$ cat src/nfcfr_pkg.sv
package nfcfr_pkg;

	// ----------------------------------------
	// Register offsets
	// ----------------------------------------
	localparam logic [7:0] ADDR_FRAME_FORMAT_CONTROL = 8'h33;
	localparam logic [7:0] ADDR_RX_FRAME_START_DETECT = 8'h34;
	localparam logic [7:0] ADDR_RX_CONTROL = 8'h35;
	localparam logic [7:0] ADDR_RX_DEAD_TIME = 8'h36;

	// ----------------------------------------
	// Field positions
	// ----------------------------------------
	localparam int FF_TX_PAR = 7;
	localparam int FF_RX_PAR = 6;
	localparam int FF_STOP_HI = 3;
	localparam int FF_STOP_LO = 2;
	localparam int FF_START_HI = 1;
	localparam int FF_START_LO = 0;
	localparam int SD_SOF_EN = 5;
	localparam int SD_SOF_SEEN = 4;
	localparam int SD_SUBCARRIER_IRQ_ENABLE = 2;
	localparam int SD_SUBC_SEEN = 1;
	localparam int SD_SUBC_NOW = 0;
	localparam int RC_ALLOW = 7;
	localparam int RC_MULTI = 6;
	localparam int RC_EOF_TYPE = 5;
	localparam int RC_EGT = 4;
	localparam int RC_EMD = 3;
	localparam int RC_BAUD_HI = 2;
	localparam int RC_BAUD_LO = 0;
	localparam int DT_UNIT = 7;
	localparam int DT_CNT_HI = 6;
	localparam int DT_CNT_LO = 0;

	// ----------------------------------------
	// Reset values and masks
	// ----------------------------------------
	localparam logic [7:0] RESET_BYTE = 8'h00;
	localparam logic [7:0] FF_MASK = 8'hCF;
	localparam logic [7:0] SD_MASK = 8'h24;
	localparam logic [1:0] SYM_NONE = 2'h0;
	localparam logic [2:0] BAUD_106 = 3'h4;
	localparam logic [2:0] BAUD_212 = 3'h5;
	localparam logic [2:0] BAUD_424 = 3'h6;
	localparam logic [2:0] BAUD_847 = 3'h7;
	localparam logic [1:0] EMD_BYTES = 2'h3;

	// ----------------------------------------
	// Timing
	// ----------------------------------------
	localparam int CLK_KHZ = 200000;
	localparam int CARRIER_KHZ = 13560;
	localparam int UNIT_CARRIER_PERIODS = 16;
	localparam int HALF_BIT_106_PERIODS = 64;
	localparam int UNIT16_CYC =
		(UNIT_CARRIER_PERIODS * CLK_KHZ + CARRIER_KHZ - 1) / CARRIER_KHZ;
	localparam int HALF_106_CYC =
		(HALF_BIT_106_PERIODS * CLK_KHZ + CARRIER_KHZ - 1) / CARRIER_KHZ;
	localparam int HALF_212_CYC =
		(HALF_BIT_106_PERIODS / 2 * CLK_KHZ + CARRIER_KHZ - 1) / CARRIER_KHZ;
	localparam int HALF_424_CYC =
		(HALF_BIT_106_PERIODS / 4 * CLK_KHZ + CARRIER_KHZ - 1) / CARRIER_KHZ;
	localparam int HALF_847_CYC =
		(HALF_BIT_106_PERIODS / 8 * CLK_KHZ + CARRIER_KHZ - 1) / CARRIER_KHZ;
	localparam int PRESCALE_W = 10;

	typedef enum logic [1:0] {
		RX_OFF,
		RX_DEAD,
		RX_ON
	} nfcfr_rx_state_t;

endpackage
$ cat src/nfcfr_framer.sv
`timescale 1ns/10ps

// Operation
// - With transmit parity enabled, append an odd parity bit to each sent byte.
// - With receive parity enabled, check parity; parity never enters the FIFO.
// - Stop select picks nothing, symbol 1, 2 or 3 after the frame.
// - Start select picks nothing, symbol 1, 2 or 3 before the frame.
// - Frame start with its enable set raises the frame start interrupt.
// - Frame start seen flag is sticky until software clears it.
// - Subcarrier with its enable set raises the same interrupt.
// - Subcarrier seen flag is sticky until software clears it.
// - Subcarrier now bit shows the live detector level.
// - Partial bits are written to the FIFO with checksum on only when the allow bit is set.
// - Multi-frame mode keeps the receiver running after each frame.
// - Multi-frame mode appends a copy of the error byte per frame.
// - End type bit selects symbol register end or type B end.
// - End check is off when type is 0 and symbol bits 1:0 are 0.
// - Guard time check in type B flags a protocol error when too long.
// - Disturbance suppress: error in first three bytes flushes FIFO.
// - Collision, or a short frame after a frame start, counts as error.
// - Disturbance error cases never raise receive complete.
// - Baud field 4h to 7h selects 106 to 847 kBd, others reserved.
// - Wait unit is 16 carrier periods or half a data bit.
// - After transmit the receiver ignores input for the wait count.
// - Half-bit unit follows the transmit data bit rate.
module nfcfr_framer #(
	parameter int EGT_LIMIT_CYC = 1000
) (
	input  wire logic       clk_i,
	input  wire logic       reset_i,
	input  wire logic [7:0] reg_addr_i,
	input  wire logic [7:0] reg_wdata_i,
	input  wire logic       reg_wr_i,
	input  wire logic       reg_rd_i,
	output logic      [7:0] reg_rdata_o,
	input  wire logic       tx_frame_start_i,
	input  wire logic       tx_byte_valid_i,
	input  wire logic [7:0] tx_byte_i,
	input  wire logic       tx_frame_end_i,
	input  wire logic [2:0] tx_rate_i,
	output logic      [1:0] tx_symbol_o,
	output logic            tx_symbol_valid_o,
	output logic      [7:0] tx_data_o,
	output logic            tx_parity_o,
	output logic            tx_parity_valid_o,
	output logic            tx_data_valid_o,
	input  wire logic       rx_start_i,
	input  wire logic       crc_enable_i,
	input  wire logic [1:0] end_symbol_register_i,
	input  wire logic       rx_sof_i,
	input  wire logic       rx_subcarrier_i,
	input  wire logic       rx_byte_valid_i,
	input  wire logic [7:0] rx_byte_i,
	input  wire logic       rx_parity_i,
	input  wire logic       rx_collision_i,
	input  wire logic       rx_frame_end_i,
	input  wire logic [2:0] rx_bits_i,
	input  wire logic       rx_guard_i,
	input  wire logic [7:0] error_reg_i,
	output logic            rx_enable_o,
	output logic      [2:0] rx_baud_o,
	output logic            eof_check_o,
	output logic            eof_type_b_o,
	output logic            fifo_wr_o,
	output logic      [7:0] fifo_wdata_o,
	output logic            fifo_flush_o,
	output logic            rx_parity_err_o,
	output logic            protocol_err_o,
	output logic            rx_done_irq_o,
	output logic            rx_frame_start_irq_o
);

	// ----------------------------------------
	// Registers
	// ----------------------------------------
	logic [7:0] frame_format_control_reg;
	logic [7:0] rx_control_reg;
	logic [7:0] rx_dead_time_reg;
	logic       sof_irq_en_reg;
	logic       subc_irq_en_reg;
	logic       sof_seen_reg;
	logic       subc_seen_reg;
	logic       subc_last_reg;
	logic [7:0] sd_read;
	logic       wr_ff;
	logic       wr_sd;
	logic       wr_rc;
	logic       wr_dt;
	logic       subc_rise;

	assign wr_ff = reg_wr_i && (reg_addr_i == nfcfr_pkg::ADDR_FRAME_FORMAT_CONTROL);
	assign wr_sd = reg_wr_i && (reg_addr_i == nfcfr_pkg::ADDR_RX_FRAME_START_DETECT);
	assign wr_rc = reg_wr_i && (reg_addr_i == nfcfr_pkg::ADDR_RX_CONTROL);
	assign wr_dt = reg_wr_i && (reg_addr_i == nfcfr_pkg::ADDR_RX_DEAD_TIME);
	assign subc_rise = rx_subcarrier_i && !subc_last_reg;

	always_ff @(posedge clk_i) begin
		if (reset_i) begin
			frame_format_control_reg <= nfcfr_pkg::RESET_BYTE;
			rx_control_reg <= nfcfr_pkg::RESET_BYTE;
			rx_dead_time_reg <= nfcfr_pkg::RESET_BYTE;
			sof_irq_en_reg <= 1'b0;
			subc_irq_en_reg <= 1'b0;
		end else begin
			if (wr_ff) begin
				frame_format_control_reg <= reg_wdata_i & nfcfr_pkg::FF_MASK;
			end
			if (wr_rc) begin
				rx_control_reg <= reg_wdata_i;
			end
			if (wr_dt) begin
				rx_dead_time_reg <= reg_wdata_i;
			end
			if (wr_sd) begin
				sof_irq_en_reg <= reg_wdata_i[nfcfr_pkg::SD_SOF_EN];
				subc_irq_en_reg <= reg_wdata_i[nfcfr_pkg::SD_SUBCARRIER_IRQ_ENABLE];
			end
		end
	end

	// Sticky flags: detection wins over a clearing write
	always_ff @(posedge clk_i) begin
		if (reset_i) begin
			sof_seen_reg <= 1'b0;
			subc_seen_reg <= 1'b0;
			subc_last_reg <= 1'b0;
		end else begin
			subc_last_reg <= rx_subcarrier_i;
			if (rx_sof_i) begin
				sof_seen_reg <= 1'b1;
			end else if (wr_sd && !reg_wdata_i[nfcfr_pkg::SD_SOF_SEEN]) begin
				sof_seen_reg <= 1'b0;
			end
			if (rx_subcarrier_i) begin
				subc_seen_reg <= 1'b1;
			end else if (wr_sd && !reg_wdata_i[nfcfr_pkg::SD_SUBC_SEEN]) begin
				subc_seen_reg <= 1'b0;
			end
		end
	end

	always_comb begin
		sd_read = nfcfr_pkg::RESET_BYTE;
		sd_read[nfcfr_pkg::SD_SOF_EN] = sof_irq_en_reg;
		sd_read[nfcfr_pkg::SD_SOF_SEEN] = sof_seen_reg;
		sd_read[nfcfr_pkg::SD_SUBCARRIER_IRQ_ENABLE] = subc_irq_en_reg;
		sd_read[nfcfr_pkg::SD_SUBC_SEEN] = subc_seen_reg;
		sd_read[nfcfr_pkg::SD_SUBC_NOW] = rx_subcarrier_i;
	end

	always_ff @(posedge clk_i) begin
		if (reset_i) begin
			reg_rdata_o <= nfcfr_pkg::RESET_BYTE;
		end else if (reg_rd_i) begin
			unique case (reg_addr_i)
				nfcfr_pkg::ADDR_FRAME_FORMAT_CONTROL: reg_rdata_o <= frame_format_control_reg;
				nfcfr_pkg::ADDR_RX_FRAME_START_DETECT: reg_rdata_o <= sd_read;
				nfcfr_pkg::ADDR_RX_CONTROL: reg_rdata_o <= rx_control_reg;
				nfcfr_pkg::ADDR_RX_DEAD_TIME: reg_rdata_o <= rx_dead_time_reg;
				default: reg_rdata_o <= nfcfr_pkg::RESET_BYTE;
			endcase
		end else begin
			reg_rdata_o <= nfcfr_pkg::RESET_BYTE;
		end
	end

	// ----------------------------------------
	// Frame start interrupt
	// ----------------------------------------
	always_ff @(posedge clk_i) begin
		if (reset_i) begin
			rx_frame_start_irq_o <= 1'b0;
		end else begin
			rx_frame_start_irq_o <= (rx_sof_i && sof_irq_en_reg)
				|| (subc_rise && subc_irq_en_reg);
		end
	end

	// ----------------------------------------
	// Transmit framing
	// ----------------------------------------
	logic [1:0] start_sel;
	logic [1:0] stop_sel;

	assign start_sel = frame_format_control_reg[nfcfr_pkg::FF_START_HI:nfcfr_pkg::FF_START_LO];
	assign stop_sel = frame_format_control_reg[nfcfr_pkg::FF_STOP_HI:nfcfr_pkg::FF_STOP_LO];

	always_ff @(posedge clk_i) begin
		if (reset_i) begin
			tx_symbol_o <= nfcfr_pkg::SYM_NONE;
			tx_symbol_valid_o <= 1'b0;
		end else if (tx_frame_start_i) begin
			tx_symbol_o <= start_sel;
			tx_symbol_valid_o <= (start_sel != nfcfr_pkg::SYM_NONE);
		end else if (tx_frame_end_i) begin
			tx_symbol_o <= stop_sel;
			tx_symbol_valid_o <= (stop_sel != nfcfr_pkg::SYM_NONE);
		end else begin
			tx_symbol_o <= nfcfr_pkg::SYM_NONE;
			tx_symbol_valid_o <= 1'b0;
		end
	end

	always_ff @(posedge clk_i) begin
		if (reset_i) begin
			tx_data_o <= nfcfr_pkg::RESET_BYTE;
			tx_parity_o <= 1'b0;
			tx_parity_valid_o <= 1'b0;
			tx_data_valid_o <= 1'b0;
		end else begin
			tx_data_valid_o <= tx_byte_valid_i;
			tx_parity_valid_o <= tx_byte_valid_i
				&& frame_format_control_reg[nfcfr_pkg::FF_TX_PAR];
			if (tx_byte_valid_i) begin
				tx_data_o <= tx_byte_i;
				tx_parity_o <= ~(^tx_byte_i);
			end
		end
	end

	// ----------------------------------------
	// Receiver dead time
	// ----------------------------------------
	nfcfr_pkg::nfcfr_rx_state_t state_reg;
	logic [nfcfr_pkg::PRESCALE_W-1:0] unit_len;
	logic [nfcfr_pkg::PRESCALE_W-1:0] prescale_reg;
	logic [6:0] dead_cnt_reg;
	logic       unit_tick;

	always_comb begin
		unit_len = nfcfr_pkg::PRESCALE_W'(nfcfr_pkg::UNIT16_CYC);
		if (rx_dead_time_reg[nfcfr_pkg::DT_UNIT]) begin
			unique case (tx_rate_i)
				nfcfr_pkg::BAUD_212: unit_len = nfcfr_pkg::PRESCALE_W'(nfcfr_pkg::HALF_212_CYC);
				nfcfr_pkg::BAUD_424: unit_len = nfcfr_pkg::PRESCALE_W'(nfcfr_pkg::HALF_424_CYC);
				nfcfr_pkg::BAUD_847: unit_len = nfcfr_pkg::PRESCALE_W'(nfcfr_pkg::HALF_847_CYC);
				default: unit_len = nfcfr_pkg::PRESCALE_W'(nfcfr_pkg::HALF_106_CYC);
			endcase
		end
	end

	assign unit_tick = (prescale_reg == unit_len - 1'b1);

	always_ff @(posedge clk_i) begin
		if (reset_i || state_reg != nfcfr_pkg::RX_DEAD || unit_tick) begin
			prescale_reg <= '0;
		end else begin
			prescale_reg <= prescale_reg + 1'b1;
		end
	end

	// ----------------------------------------
	// Receive control
	// ----------------------------------------
	logic       multi;
	logic       emd_on;
	logic [1:0] byte_cnt_reg;
	logic       sof_frame_reg;
	logic       err_byte_pend_reg;
	logic       par_err;
	logic       emd_hit;
	logic       short_frame;
	logic       partial_ok;

	assign multi = rx_control_reg[nfcfr_pkg::RC_MULTI];
	assign emd_on = rx_control_reg[nfcfr_pkg::RC_EMD];
	assign par_err = frame_format_control_reg[nfcfr_pkg::FF_RX_PAR]
		&& (rx_parity_i == ~(^rx_byte_i)) == 1'b0;
	assign emd_hit = (state_reg == nfcfr_pkg::RX_ON) && emd_on
		&& (byte_cnt_reg < nfcfr_pkg::EMD_BYTES)
		&& ((rx_byte_valid_i && par_err) || rx_collision_i);
	assign short_frame = emd_on && sof_frame_reg
		&& (byte_cnt_reg < nfcfr_pkg::EMD_BYTES);
	assign partial_ok = (rx_bits_i != 3'h0)
		&& (!crc_enable_i || rx_control_reg[nfcfr_pkg::RC_ALLOW]);

	always_ff @(posedge clk_i) begin
		if (reset_i) begin
			state_reg <= nfcfr_pkg::RX_OFF;
			dead_cnt_reg <= '0;
		end else begin
			unique case (state_reg)
				nfcfr_pkg::RX_OFF: begin
					if (tx_frame_end_i) begin
						state_reg <= nfcfr_pkg::RX_DEAD;
						dead_cnt_reg <= rx_dead_time_reg[nfcfr_pkg::DT_CNT_HI:nfcfr_pkg::DT_CNT_LO];
					end else if (rx_start_i) begin
						state_reg <= nfcfr_pkg::RX_ON;
					end
				end
				nfcfr_pkg::RX_DEAD: begin
					if (dead_cnt_reg == '0) begin
						state_reg <= nfcfr_pkg::RX_ON;
					end else if (unit_tick) begin
						dead_cnt_reg <= dead_cnt_reg - 1'b1;
					end
				end
				nfcfr_pkg::RX_ON: begin
					if (tx_frame_end_i) begin
						state_reg <= nfcfr_pkg::RX_DEAD;
						dead_cnt_reg <= rx_dead_time_reg[nfcfr_pkg::DT_CNT_HI:nfcfr_pkg::DT_CNT_LO];
					end else if (rx_frame_end_i && !multi && !short_frame) begin
						state_reg <= nfcfr_pkg::RX_OFF;
					end
				end
				default: state_reg <= nfcfr_pkg::RX_OFF;
			endcase
		end
	end

	always_ff @(posedge clk_i) begin
		if (reset_i) begin
			byte_cnt_reg <= '0;
			sof_frame_reg <= 1'b0;
		end else if (state_reg != nfcfr_pkg::RX_ON || rx_frame_end_i || emd_hit) begin
			byte_cnt_reg <= '0;
			sof_frame_reg <= 1'b0;
		end else begin
			if (rx_sof_i) begin
				sof_frame_reg <= 1'b1;
			end
			if (rx_byte_valid_i && byte_cnt_reg != nfcfr_pkg::EMD_BYTES) begin
				byte_cnt_reg <= byte_cnt_reg + 1'b1;
			end
		end
	end

	// FIFO writes: data bytes, partial byte, then the appended error byte
	always_ff @(posedge clk_i) begin
		if (reset_i) begin
			fifo_wr_o <= 1'b0;
			fifo_wdata_o <= nfcfr_pkg::RESET_BYTE;
			fifo_flush_o <= 1'b0;
			err_byte_pend_reg <= 1'b0;
			rx_done_irq_o <= 1'b0;
			rx_parity_err_o <= 1'b0;
		end else begin
			fifo_wr_o <= 1'b0;
			fifo_flush_o <= 1'b0;
			rx_done_irq_o <= 1'b0;
			rx_parity_err_o <= 1'b0;
			if (state_reg == nfcfr_pkg::RX_ON && emd_hit) begin
				fifo_flush_o <= 1'b1;
			end else if (state_reg == nfcfr_pkg::RX_ON && rx_frame_end_i) begin
				if (short_frame) begin
					fifo_flush_o <= 1'b1;
				end else begin
					rx_done_irq_o <= 1'b1;
					err_byte_pend_reg <= multi;
					fifo_wr_o <= partial_ok;
					fifo_wdata_o <= rx_byte_i;
				end
			end else if (err_byte_pend_reg) begin
				err_byte_pend_reg <= 1'b0;
				fifo_wr_o <= 1'b1;
				fifo_wdata_o <= error_reg_i;
			end else if (state_reg == nfcfr_pkg::RX_ON && rx_byte_valid_i) begin
				fifo_wr_o <= 1'b1;
				fifo_wdata_o <= rx_byte_i;
				rx_parity_err_o <= par_err;
			end
		end
	end

	// ----------------------------------------
	// Guard time and end of frame
	// ----------------------------------------
	logic [15:0] egt_cnt_reg;

	always_ff @(posedge clk_i) begin
		if (reset_i || !rx_guard_i) begin
			egt_cnt_reg <= '0;
		end else if (egt_cnt_reg != 16'hFFFF) begin
			egt_cnt_reg <= egt_cnt_reg + 1'b1;
		end
	end

	always_ff @(posedge clk_i) begin
		if (reset_i) begin
			protocol_err_o <= 1'b0;
			rx_enable_o <= 1'b0;
			rx_baud_o <= nfcfr_pkg::BAUD_106;
			eof_check_o <= 1'b0;
			eof_type_b_o <= 1'b0;
		end else begin
			protocol_err_o <= rx_control_reg[nfcfr_pkg::RC_EGT]
				&& rx_control_reg[nfcfr_pkg::RC_EOF_TYPE]
				&& (egt_cnt_reg == 16'(EGT_LIMIT_CYC));
			rx_enable_o <= (state_reg == nfcfr_pkg::RX_ON);
			rx_baud_o <= rx_control_reg[nfcfr_pkg::RC_BAUD_HI:nfcfr_pkg::RC_BAUD_LO];
			eof_type_b_o <= rx_control_reg[nfcfr_pkg::RC_EOF_TYPE];
			eof_check_o <= rx_control_reg[nfcfr_pkg::RC_EOF_TYPE]
				|| (end_symbol_register_i != 2'h0);
		end
	end

endmodule

$ cat config.mk
export PLATFORM = sky130hd
export DESIGN_NAME = nfcfr_framer
export DESIGN_NICKNAME = d
export VERILOG_FILES = /design/src/nfcfr_pkg.sv /design/src/nfcfr_framer.sv
export SDC_FILE = /design/constraint.sdc
export NUM_CORES = 1
export LEC_CHECK = 0
export BUFFER_PORTS_ARGS = -buffer_cell sky130_fd_sc_hd__clkbuf_2
export CAP_MARGIN = 20
export CORE_MARGIN = 1
export CORE_UTILIZATION = 51
export CTS_BUF_LIST = sky130_fd_sc_hd__clkbuf_8
export DETAILED_ROUTE_END_ITERATION = 10
export PLACE_DENSITY_LB_ADDON = 0.3
export REMOVE_ABC_BUFFERS = 1
export SLEW_MARGIN = 20
export SYNTH_ARGS = -nofsm -noshare
export SYNTH_HDL_FRONTEND = slang
export SYNTH_SLANG_ARGS = --single-unit
$ cat constraint.sdc
create_clock -name clk_i -period 2.2 [get_ports clk_i]
set_clock_uncertainty 0.05 [all_clocks]
set_input_delay 0.55 -clock clk_i [delete_from_list [all_inputs] [get_ports clk_i]]
set_output_delay 0.55 -clock clk_i [all_outputs]
set_load 0.005 [all_outputs]
# Word level (Yosys, flattened, before mapping)
# Cells that the tools add are included.
[word_totals]
out_inout_bits = 42
inputBits = 64
elab_cells = 168
ff_bits = 108
[op_classes]
order_cmp = 1
reduce_logical = 64
bitwise = 7
addsub = 5
eq_ne = 23
muxes = 35
[ops]
columns = ["cell", "n"]
rows = [
  ["8-bit by 6-bit equality test with 1-bit output, second input constant", 4],
  ["8-bit 2-to-1 mux", 4],
  ["8-bit case mux with 4 select lines", 1],
  ["10-bit case mux with 3 select lines", 1],
  ["1-bit logical AND", 26],
  ["7-bit 2-to-1 mux", 3],
  ["16-bit by 1-bit adder with 16-bit output, second input constant", 1],
  ["16-bit by 10-bit equality test with 1-bit output, second input constant", 1],
  ["1-bit 2-to-1 mux", 16],
  ["16-bit != test, second input constant", 1],
  ["8-bit parity", 2],
  ["2-bit 2-to-1 mux", 7],
  ["7-bit case mux with 2 select lines", 1],
  ["2-bit != test, second input constant", 6],
  ["2-bit nonzero test", 6],
  ["10-bit by 1-bit adder with 10-bit output, second input constant", 1],
  ["10-bit equality test", 1],
  ["10-bit 2-to-1 mux", 1],
  ["10-bit by 1-bit subtractor with 10-bit output, second input constant", 1],
  ["3-bit equality test, second input constant", 3],
  ["1-bit logical OR", 9],
  ["2-bit OR reduction", 4],
  ["1-bit logical NOT", 7],
  ["7-bit logical NOT", 1],
  ["other kinds (17)", 27],
]

# Depth between registers and ports, before layout
[logic_depth]
word_depth = 11
depth_mapped = 10
ltp_nobuf = 8

# Worst setup path before layout
# No wires, ideal clock.
[synth_timing]
kind = "input port to flip-flop"
start = "in tx_rate_i[2]"
end = "reg dead_cnt_reg[0]"
slack_ns = -0.090
cell_stages = 8
setup_time_ns = 0.122
arrival_ns = 2.118
path_buffers = 0
required_ns = 2.028
path_cell_list = "nand4_1 ha_1 xnor2_1 a211oi_1 o311a_1 and3_4 a2111oi_1 a311o_1"
[synth_between]
elab_chain_cells = 7
word_cells_on_any_way = 9
classes_between = "1 x add/sub; 5 x eq/ne; 2 x mux; 1 x reduce/logical"
[synth_rtl]
columns = ["item", "line_no", "source"]
rows = [
  ["start: declaration", "nfcfr_framer.sv:40", "input wire logic [2:0] tx_rate_i,"],
  ["3-bit equality test", "nfcfr_framer.sv:233", "unique case (tx_rate_i)"],
  ["10-bit case mux with 3 select lines *", "nfcfr_framer.sv:233", ""],
  ["10-bit 2-to-1 mux *", "nfcfr_framer.sv:232", "if (rx_dead_time_reg[nfcfr_pkg::DT_UNIT]) begin"],
  ["10-bit by 1-bit subtractor with 10-bit output *", "nfcfr_framer.sv:242", "assign unit_tick = (prescale_reg == unit_len - 1'b1);"],
  ["10-bit equality test *", "nfcfr_framer.sv:242", ""],
  ["2-bit != test (no source line) *", "-", ""],
  ["4-bit AND reduction (no source line) *", "-", ""],
  ["end signal: assignment", "nfcfr_framer.sv:286", "dead_cnt_reg <= rx_dead_time_reg[nfcfr_pkg::DT_CNT_HI:nfcfr_pkg::DT_CNT_LO];"],
  ["end signal: assignment", "nfcfr_framer.sv:295", "dead_cnt_reg <= dead_cnt_reg - 1'b1;"],
  ["end signal: assignment", "nfcfr_framer.sv:301", "dead_cnt_reg <= rx_dead_time_reg[nfcfr_pkg::DT_CNT_HI:nfcfr_pkg::DT_CNT_LO];"],
  ["end: declaration", "nfcfr_framer.sv:227", "logic [6:0] dead_cnt_reg;"],
]
# Every way passes the cells marked *; elsewhere a longest branch is shown, timed or not.
# A chain may end at the register's enable or synchronous reset.

# Worst setup path in the final report
[layout_timing]
start = "reg rx_dead_time_reg[7]"
end = "reg dead_cnt_reg[0]"
[layout_between]
elab_chain_cells = 5
[layout_rtl]
columns = ["item", "line_no", "source"]
rows = [
  ["start: declaration", "nfcfr_framer.sv:78", "logic [7:0] rx_dead_time_reg;"],
  ["start signal: assignment", "nfcfr_framer.sv:101", "rx_dead_time_reg <= nfcfr_pkg::RESET_BYTE;"],
  ["start signal: assignment", "nfcfr_framer.sv:112", "rx_dead_time_reg <= reg_wdata_i;"],
  ["10-bit 2-to-1 mux", "nfcfr_framer.sv:232", ""],
  ["10-bit by 1-bit subtractor with 10-bit output", "nfcfr_framer.sv:242", ""],
  ["10-bit equality test", "nfcfr_framer.sv:242", ""],
  ["2-bit != test (no source line)", "-", ""],
  ["4-bit AND reduction (no source line)", "-", ""],
]
# No other way between the ends.

==> qor_table.md <==
| Group | Quantity | Value |
| --- | --- | --- |
| pwr | Clock share of power | 36.7% |
| timing | Achievable frequency | 457.9 MHz |
| synthesis | Multiplexer area fraction after synthesis | 6.975% |
| synthesis | Number of flip-flops and latches in the synthesized netlist | 108 |
| timing | Final-report hold violation count | 0 |
| global route | Largest net degree at the start of global routing | 45 |
| clock tree | Htree depth | 3 |
| worst setup path | Family with the most delay on the worst path | compound AO/OA/AOI/OAI gates |
| worst setup path | Highest-delay cell along the critical path | sky130_fd_sc_hd__dfxtp_4 |
| pwr | Share of power burned in combinational logic | 9.8% |
| floorplan | Io pins | 106 |
| pwr | Internal power contribution | 2830 µW |
| timing | Pin slew with the least headroom to its limit | 0.5494 ns |
| timing | RSZ-0062 raised after global routing | true |
| synthesis | Share of async-settable or async-resettable flops after synthesis | 0% |
| detailed routing | Residual antenna-violating net count after detailed routing | 0 |
| finish | Final non-filler cell total | 821 |
| clock tree | Cell chosen for the clock root | sky130_fd_sc_hd__clkbuf_8 |
| worst setup path | CP Buf/Inv Count | 0 |
| clock tree | Number of CTS-inserted buffers | 9 |
| timing | Setup-failing EPs final | 0 |
| worst setup path | Cells along the critical path | a21boi_4 > ha_1 > xnor2_1 > a211oi_1 > o311a_1 > and3_4 > a2111oi_2 > a311o_1 |
| pwr | Total net switching power | 929.1 µW |
| global route | Overall global routing resource usage | 24.29% |
| worst setup path | Max incr delay on CP | 0.38 ns |
| timing | Tcrit/Tclk final | 99.28% |
| clock tree | CTS sink count | 108 |
| synthesis | Proportion of synthesized chip area in sequential cells | 44.15% |
| finish | Fraction of layout instances using a drive strength above 1 | 24.57% |
| clock tree | Post-CTS setup-driven buffer insertion count | 0 |
| synthesis | Area share of the leading cell type in the synthesized netlist | 44.15% |
| synthesis | Cell type contributing the most total cell area after synthesis | sky130_fd_sc_hd__dfxtp_1 |
| finish | Fillers | 827 |
| synthesis | Primary FF master, synth | sky130_fd_sc_hd__dfxtp_1 |
| finish | Commonest non-fill, non-tap cell in the layout | sky130_fd_sc_hd__dfxtp_1 |
| synthesis | Arithmetic-cell share of the synthesized area counting full adders, half adders and majority gates | 1.788% |
| pwr | Power per cell area | 624.6 nW/µm² |
| outcome | Outcome | complete, no violations |
| timing | Final slew viol count | 0 |
| placement | PortBufs | 105 |
| clock tree | Post-CTS clock slew at the launch and capture registers of the worst setup and hold paths | 0.10 ns |
| detailed routing | Via count of the routed design | 4526 |
| worst setup path | Register-to-register setup slack | 0.02 ns |
| synthesis | Parity-gate share of the synthesized area counting xor and xnor cells | 7.026% |
| placement | Global placement routability congestion | 0.8427 |
| finish | Final net count | 758 |
| global route | GR Overflow Total | 0 |
| global route | First-pass GRT wire length | 19520 µm |
| pwr | Lkg Pwr | 0.002573 µW |
| timing | Total negative slack for setup checks | 0 ns |
| global route | Antenna violations before repair | 0 |
| detailed routing | Routed via count divided by cell count | 5.513 |
| synthesis | Post-synth EDFFs | 0 |
| timing | Final worst path period need | 2.184 ns |
| min path | Hold path start | end_symbol_register_i[0] |
| floorplan | Starting utilization of the core area | 52.75% |
| synthesis | Post-synthesis compound-gate area fraction | 13.08% |
| placement | Number of placed instances with taps included | 805 |
| worst setup path | Critical Path Fanout Max | 5 |
| worst setup path | Crit end category | flop |
| pwr | Power, Total | 3759 µW |
| clock tree | Clock latency on the worst-skew pair | 0.37 ns |
| global route | Number of global-route vias before repair | 4249 |
| synthesis | Fraction of the mapped netlist area in simple logic gates | 24.07% |
| pwr | Switching share of total power | 24.71% |
| worst setup path | R2r startpoint | rx_dead_time_reg[7] |
| clock tree | Clock tree buffer depth | 2 |
| min path | Hold endpoint | eof_check_o |
| finish | P&R area growth vs syn | 22.89% |
| floorplan | Die outline width | 99.99 µm |
| detailed routing | Avg WL per Cell | 14.44 µm |
| timing | Headroom to the max-slew limit | 63.29% |
| finish | Number of flip-flops in the largest register | 16 |
| synthesis | Gate Count Post-Synth | 560 |
| worst setup path | Required time of the critical path | 2.41 ns |
| pwr | Sequential cell fraction of total power | 53.5% |
| floorplan | Die Area | 9998 µm² |
| floorplan | Die span in y | 99.99 µm |
| placement | HPWL after detailed placement | 8727 µm |
| finish | Highest-count cells in the layout ignoring fill and taps | sky130_fd_sc_hd__dfxtp_1 (107), sky130_fd_sc_hd__clkbuf_2 (105), sky130_fd_sc_hd__nor2_1 (70), sky130_fd_sc_hd__nand2_1 (52), sky130_fd_sc_hd__a21oi_1 (45) |
| synthesis | Count of unique library cells instantiated by Yosys | 64 |
| floorplan | # rows | 35 |
| detailed routing | Number of design rule violations left after detail routing | 0 |
| synthesis | Synth top area cells | sky130_fd_sc_hd__dfxtp_1 (44%), sky130_fd_sc_hd__mux2i_1 (6.7%), sky130_fd_sc_hd__nor2_1 (5.4%) |
| pwr | Maximum resistive drop on vdd | 0.4328 mV |
| synthesis | Number of warning messages in the yosys log | 0 |
| synthesis | Post-Syn Area | 4897 µm² |
| worst setup path | Endpoint arrival time on the critical path | 2.39 ns |
| detailed routing | Detailed router's first-iteration violation count | 258 |
| synthesis | Dominant combinational cell family by area after synthesis | simple AND/OR/NAND/NOR gates |
| synthesis | Average cell area after synthesis | 8.745 µm² |
| floorplan | Standard cell core area | 9284 µm² |
| worst setup path | FF-to-FF End | dead_cnt_reg[0] |
| worst setup path | Launching element type of the critical path | flop |
| min path | Class of the worst hold path | input port to flop |
| worst setup path | Worst setup path class | flop to flop |
| clock tree | CTS tree | yes |
| run | Reported max-cap violation count | 0 |
| min path | Hold Path Depth | 3 |
| detailed routing | Final routed wirelength across all metal layers | 11850 µm |
| finish | Number of antenna diodes | 0 |
| worst setup path | Logic depth of the worst register-to-register path | 8 |
| detailed routing | First drt pass iteration count | 5 |
[routing by layer]
layer / routed length (µm) / vias up / share of wire [%] / global-route usage, %
li1: - / 2252 / - / -
met1: 5232 / 2135 / 44 / 31.24
met2: 5846 / 127 / 49 / 41.01
met3: 651 / 12 / 5.5 / 5.292
met4: 121 / 0 / 1.0 / 7.358
met5: 0 / - / 0 / 0
[cells by family (layout without fill, tap and decap cells)]
group,Yosys count,in the layout
compound gates,99,99
simple gates,239,239
xor+xnor,36,36
fa+ha+maj,7,7
buf+inv,37,169
flops,108,108
mux,34,34
[layout make-up]
| cell class | instances | area [µm²] | area share [%] |
|---|---|---|---|
| Timing Repair Buffer | 135 | 763.2 | 12.68 |
| Multi-Input combinational cell | 415 | 2630 | 43.70 |
| Clock buffer | 9 | 123.9 | 2.058 |
| Inverter | 18 | 67.56 | 1.123 |
| Clock inverter | 7 | 106.4 | 1.767 |
| Tap cell | 129 | 161.4 | 2.682 |
| Sequential cell | 108 | 2166 | 35.99 |
[power groups by stage]
stage                     logic, µW  clock network, µW  registers [µW]
final                           370               1380            2010
after global routing            405               1500            2020
after CTS                       368               1400            2010
after detailed placement        366                  0            2060
after global placement          354                  0            2060
after floorplan                 169                  0            2060
[stage by stage]
step	hold slack [ns]	worst slack (ns)	instance area (µm²)	util (%)
floorplan	0.3881	-0.1387	4822	-
global placement	0.4024	-0.2953	5747	61.90
detailed placement	0.4108	-0.3440	5747	61.90
CTS	0.3513	0.01069	5993	64.56
global route	0.3457	-0.05852	6018	64.82
finish	0.3564	0.01593	6018	64.82
[worst max path at each step]
| stage | from | to | slack [ns] | cells after the start |
|---|---|---|---|---|
| CTS | rx_dead_time_reg[7] | dead_cnt_reg[0] | 0.01 | 8 |
| global route | rx_dead_time_reg[7] | dead_cnt_reg[0] | -0.06 | 8 |
| detailed placement | tx_rate_i[2] | dead_cnt_reg[0] | -0.34 | 9 |
| global placement | tx_rate_i[2] | dead_cnt_reg[0] | -0.30 | 9 |
| floorplan | reg_addr_i[3] | frame_format_control_reg[0] | -0.14 | 6 |
| finish | rx_dead_time_reg[7] | dead_cnt_reg[0] | 0.02 | 8 |
[what timing repair did]
action / 4_1_cts / 5_1_grt
resized for setup: 4 / 5
pin swaps: 3 / 3
endpoints found under the setup margin: 13 / 26
hold buffers: 0 / 0
[synth_stat cells (5+ instances only)]
master and instances:
sky130_fd_sc_hd__a211oi_1 5, sky130_fd_sc_hd__a21oi_1 45, sky130_fd_sc_hd__a222oi_1 6, sky130_fd_sc_hd__and3_1 7, sky130_fd_sc_hd__clkbuf_1 16, sky130_fd_sc_hd__dfxtp_1 108
sky130_fd_sc_hd__ha_1 7, sky130_fd_sc_hd__inv_1 18, sky130_fd_sc_hd__mux2i_1 33, sky130_fd_sc_hd__nand2_1 52, sky130_fd_sc_hd__nand3_1 36, sky130_fd_sc_hd__nand4_1 10
sky130_fd_sc_hd__nor2_1 70, sky130_fd_sc_hd__nor2b_1 8, sky130_fd_sc_hd__nor3_1 15, sky130_fd_sc_hd__nor4_1 7, sky130_fd_sc_hd__o21ai_0 17, sky130_fd_sc_hd__or3_1 11
sky130_fd_sc_hd__xnor2_1 22, sky130_fd_sc_hd__xor2_1 12
[tightest hold or removal path, delay by kind of cell]
kind / cells / cell delay (ns)
buffers and inverters: 1 / 0.08
and+or+nand+nor: 2 / 0.11
(Power assumes the default switching activity.)
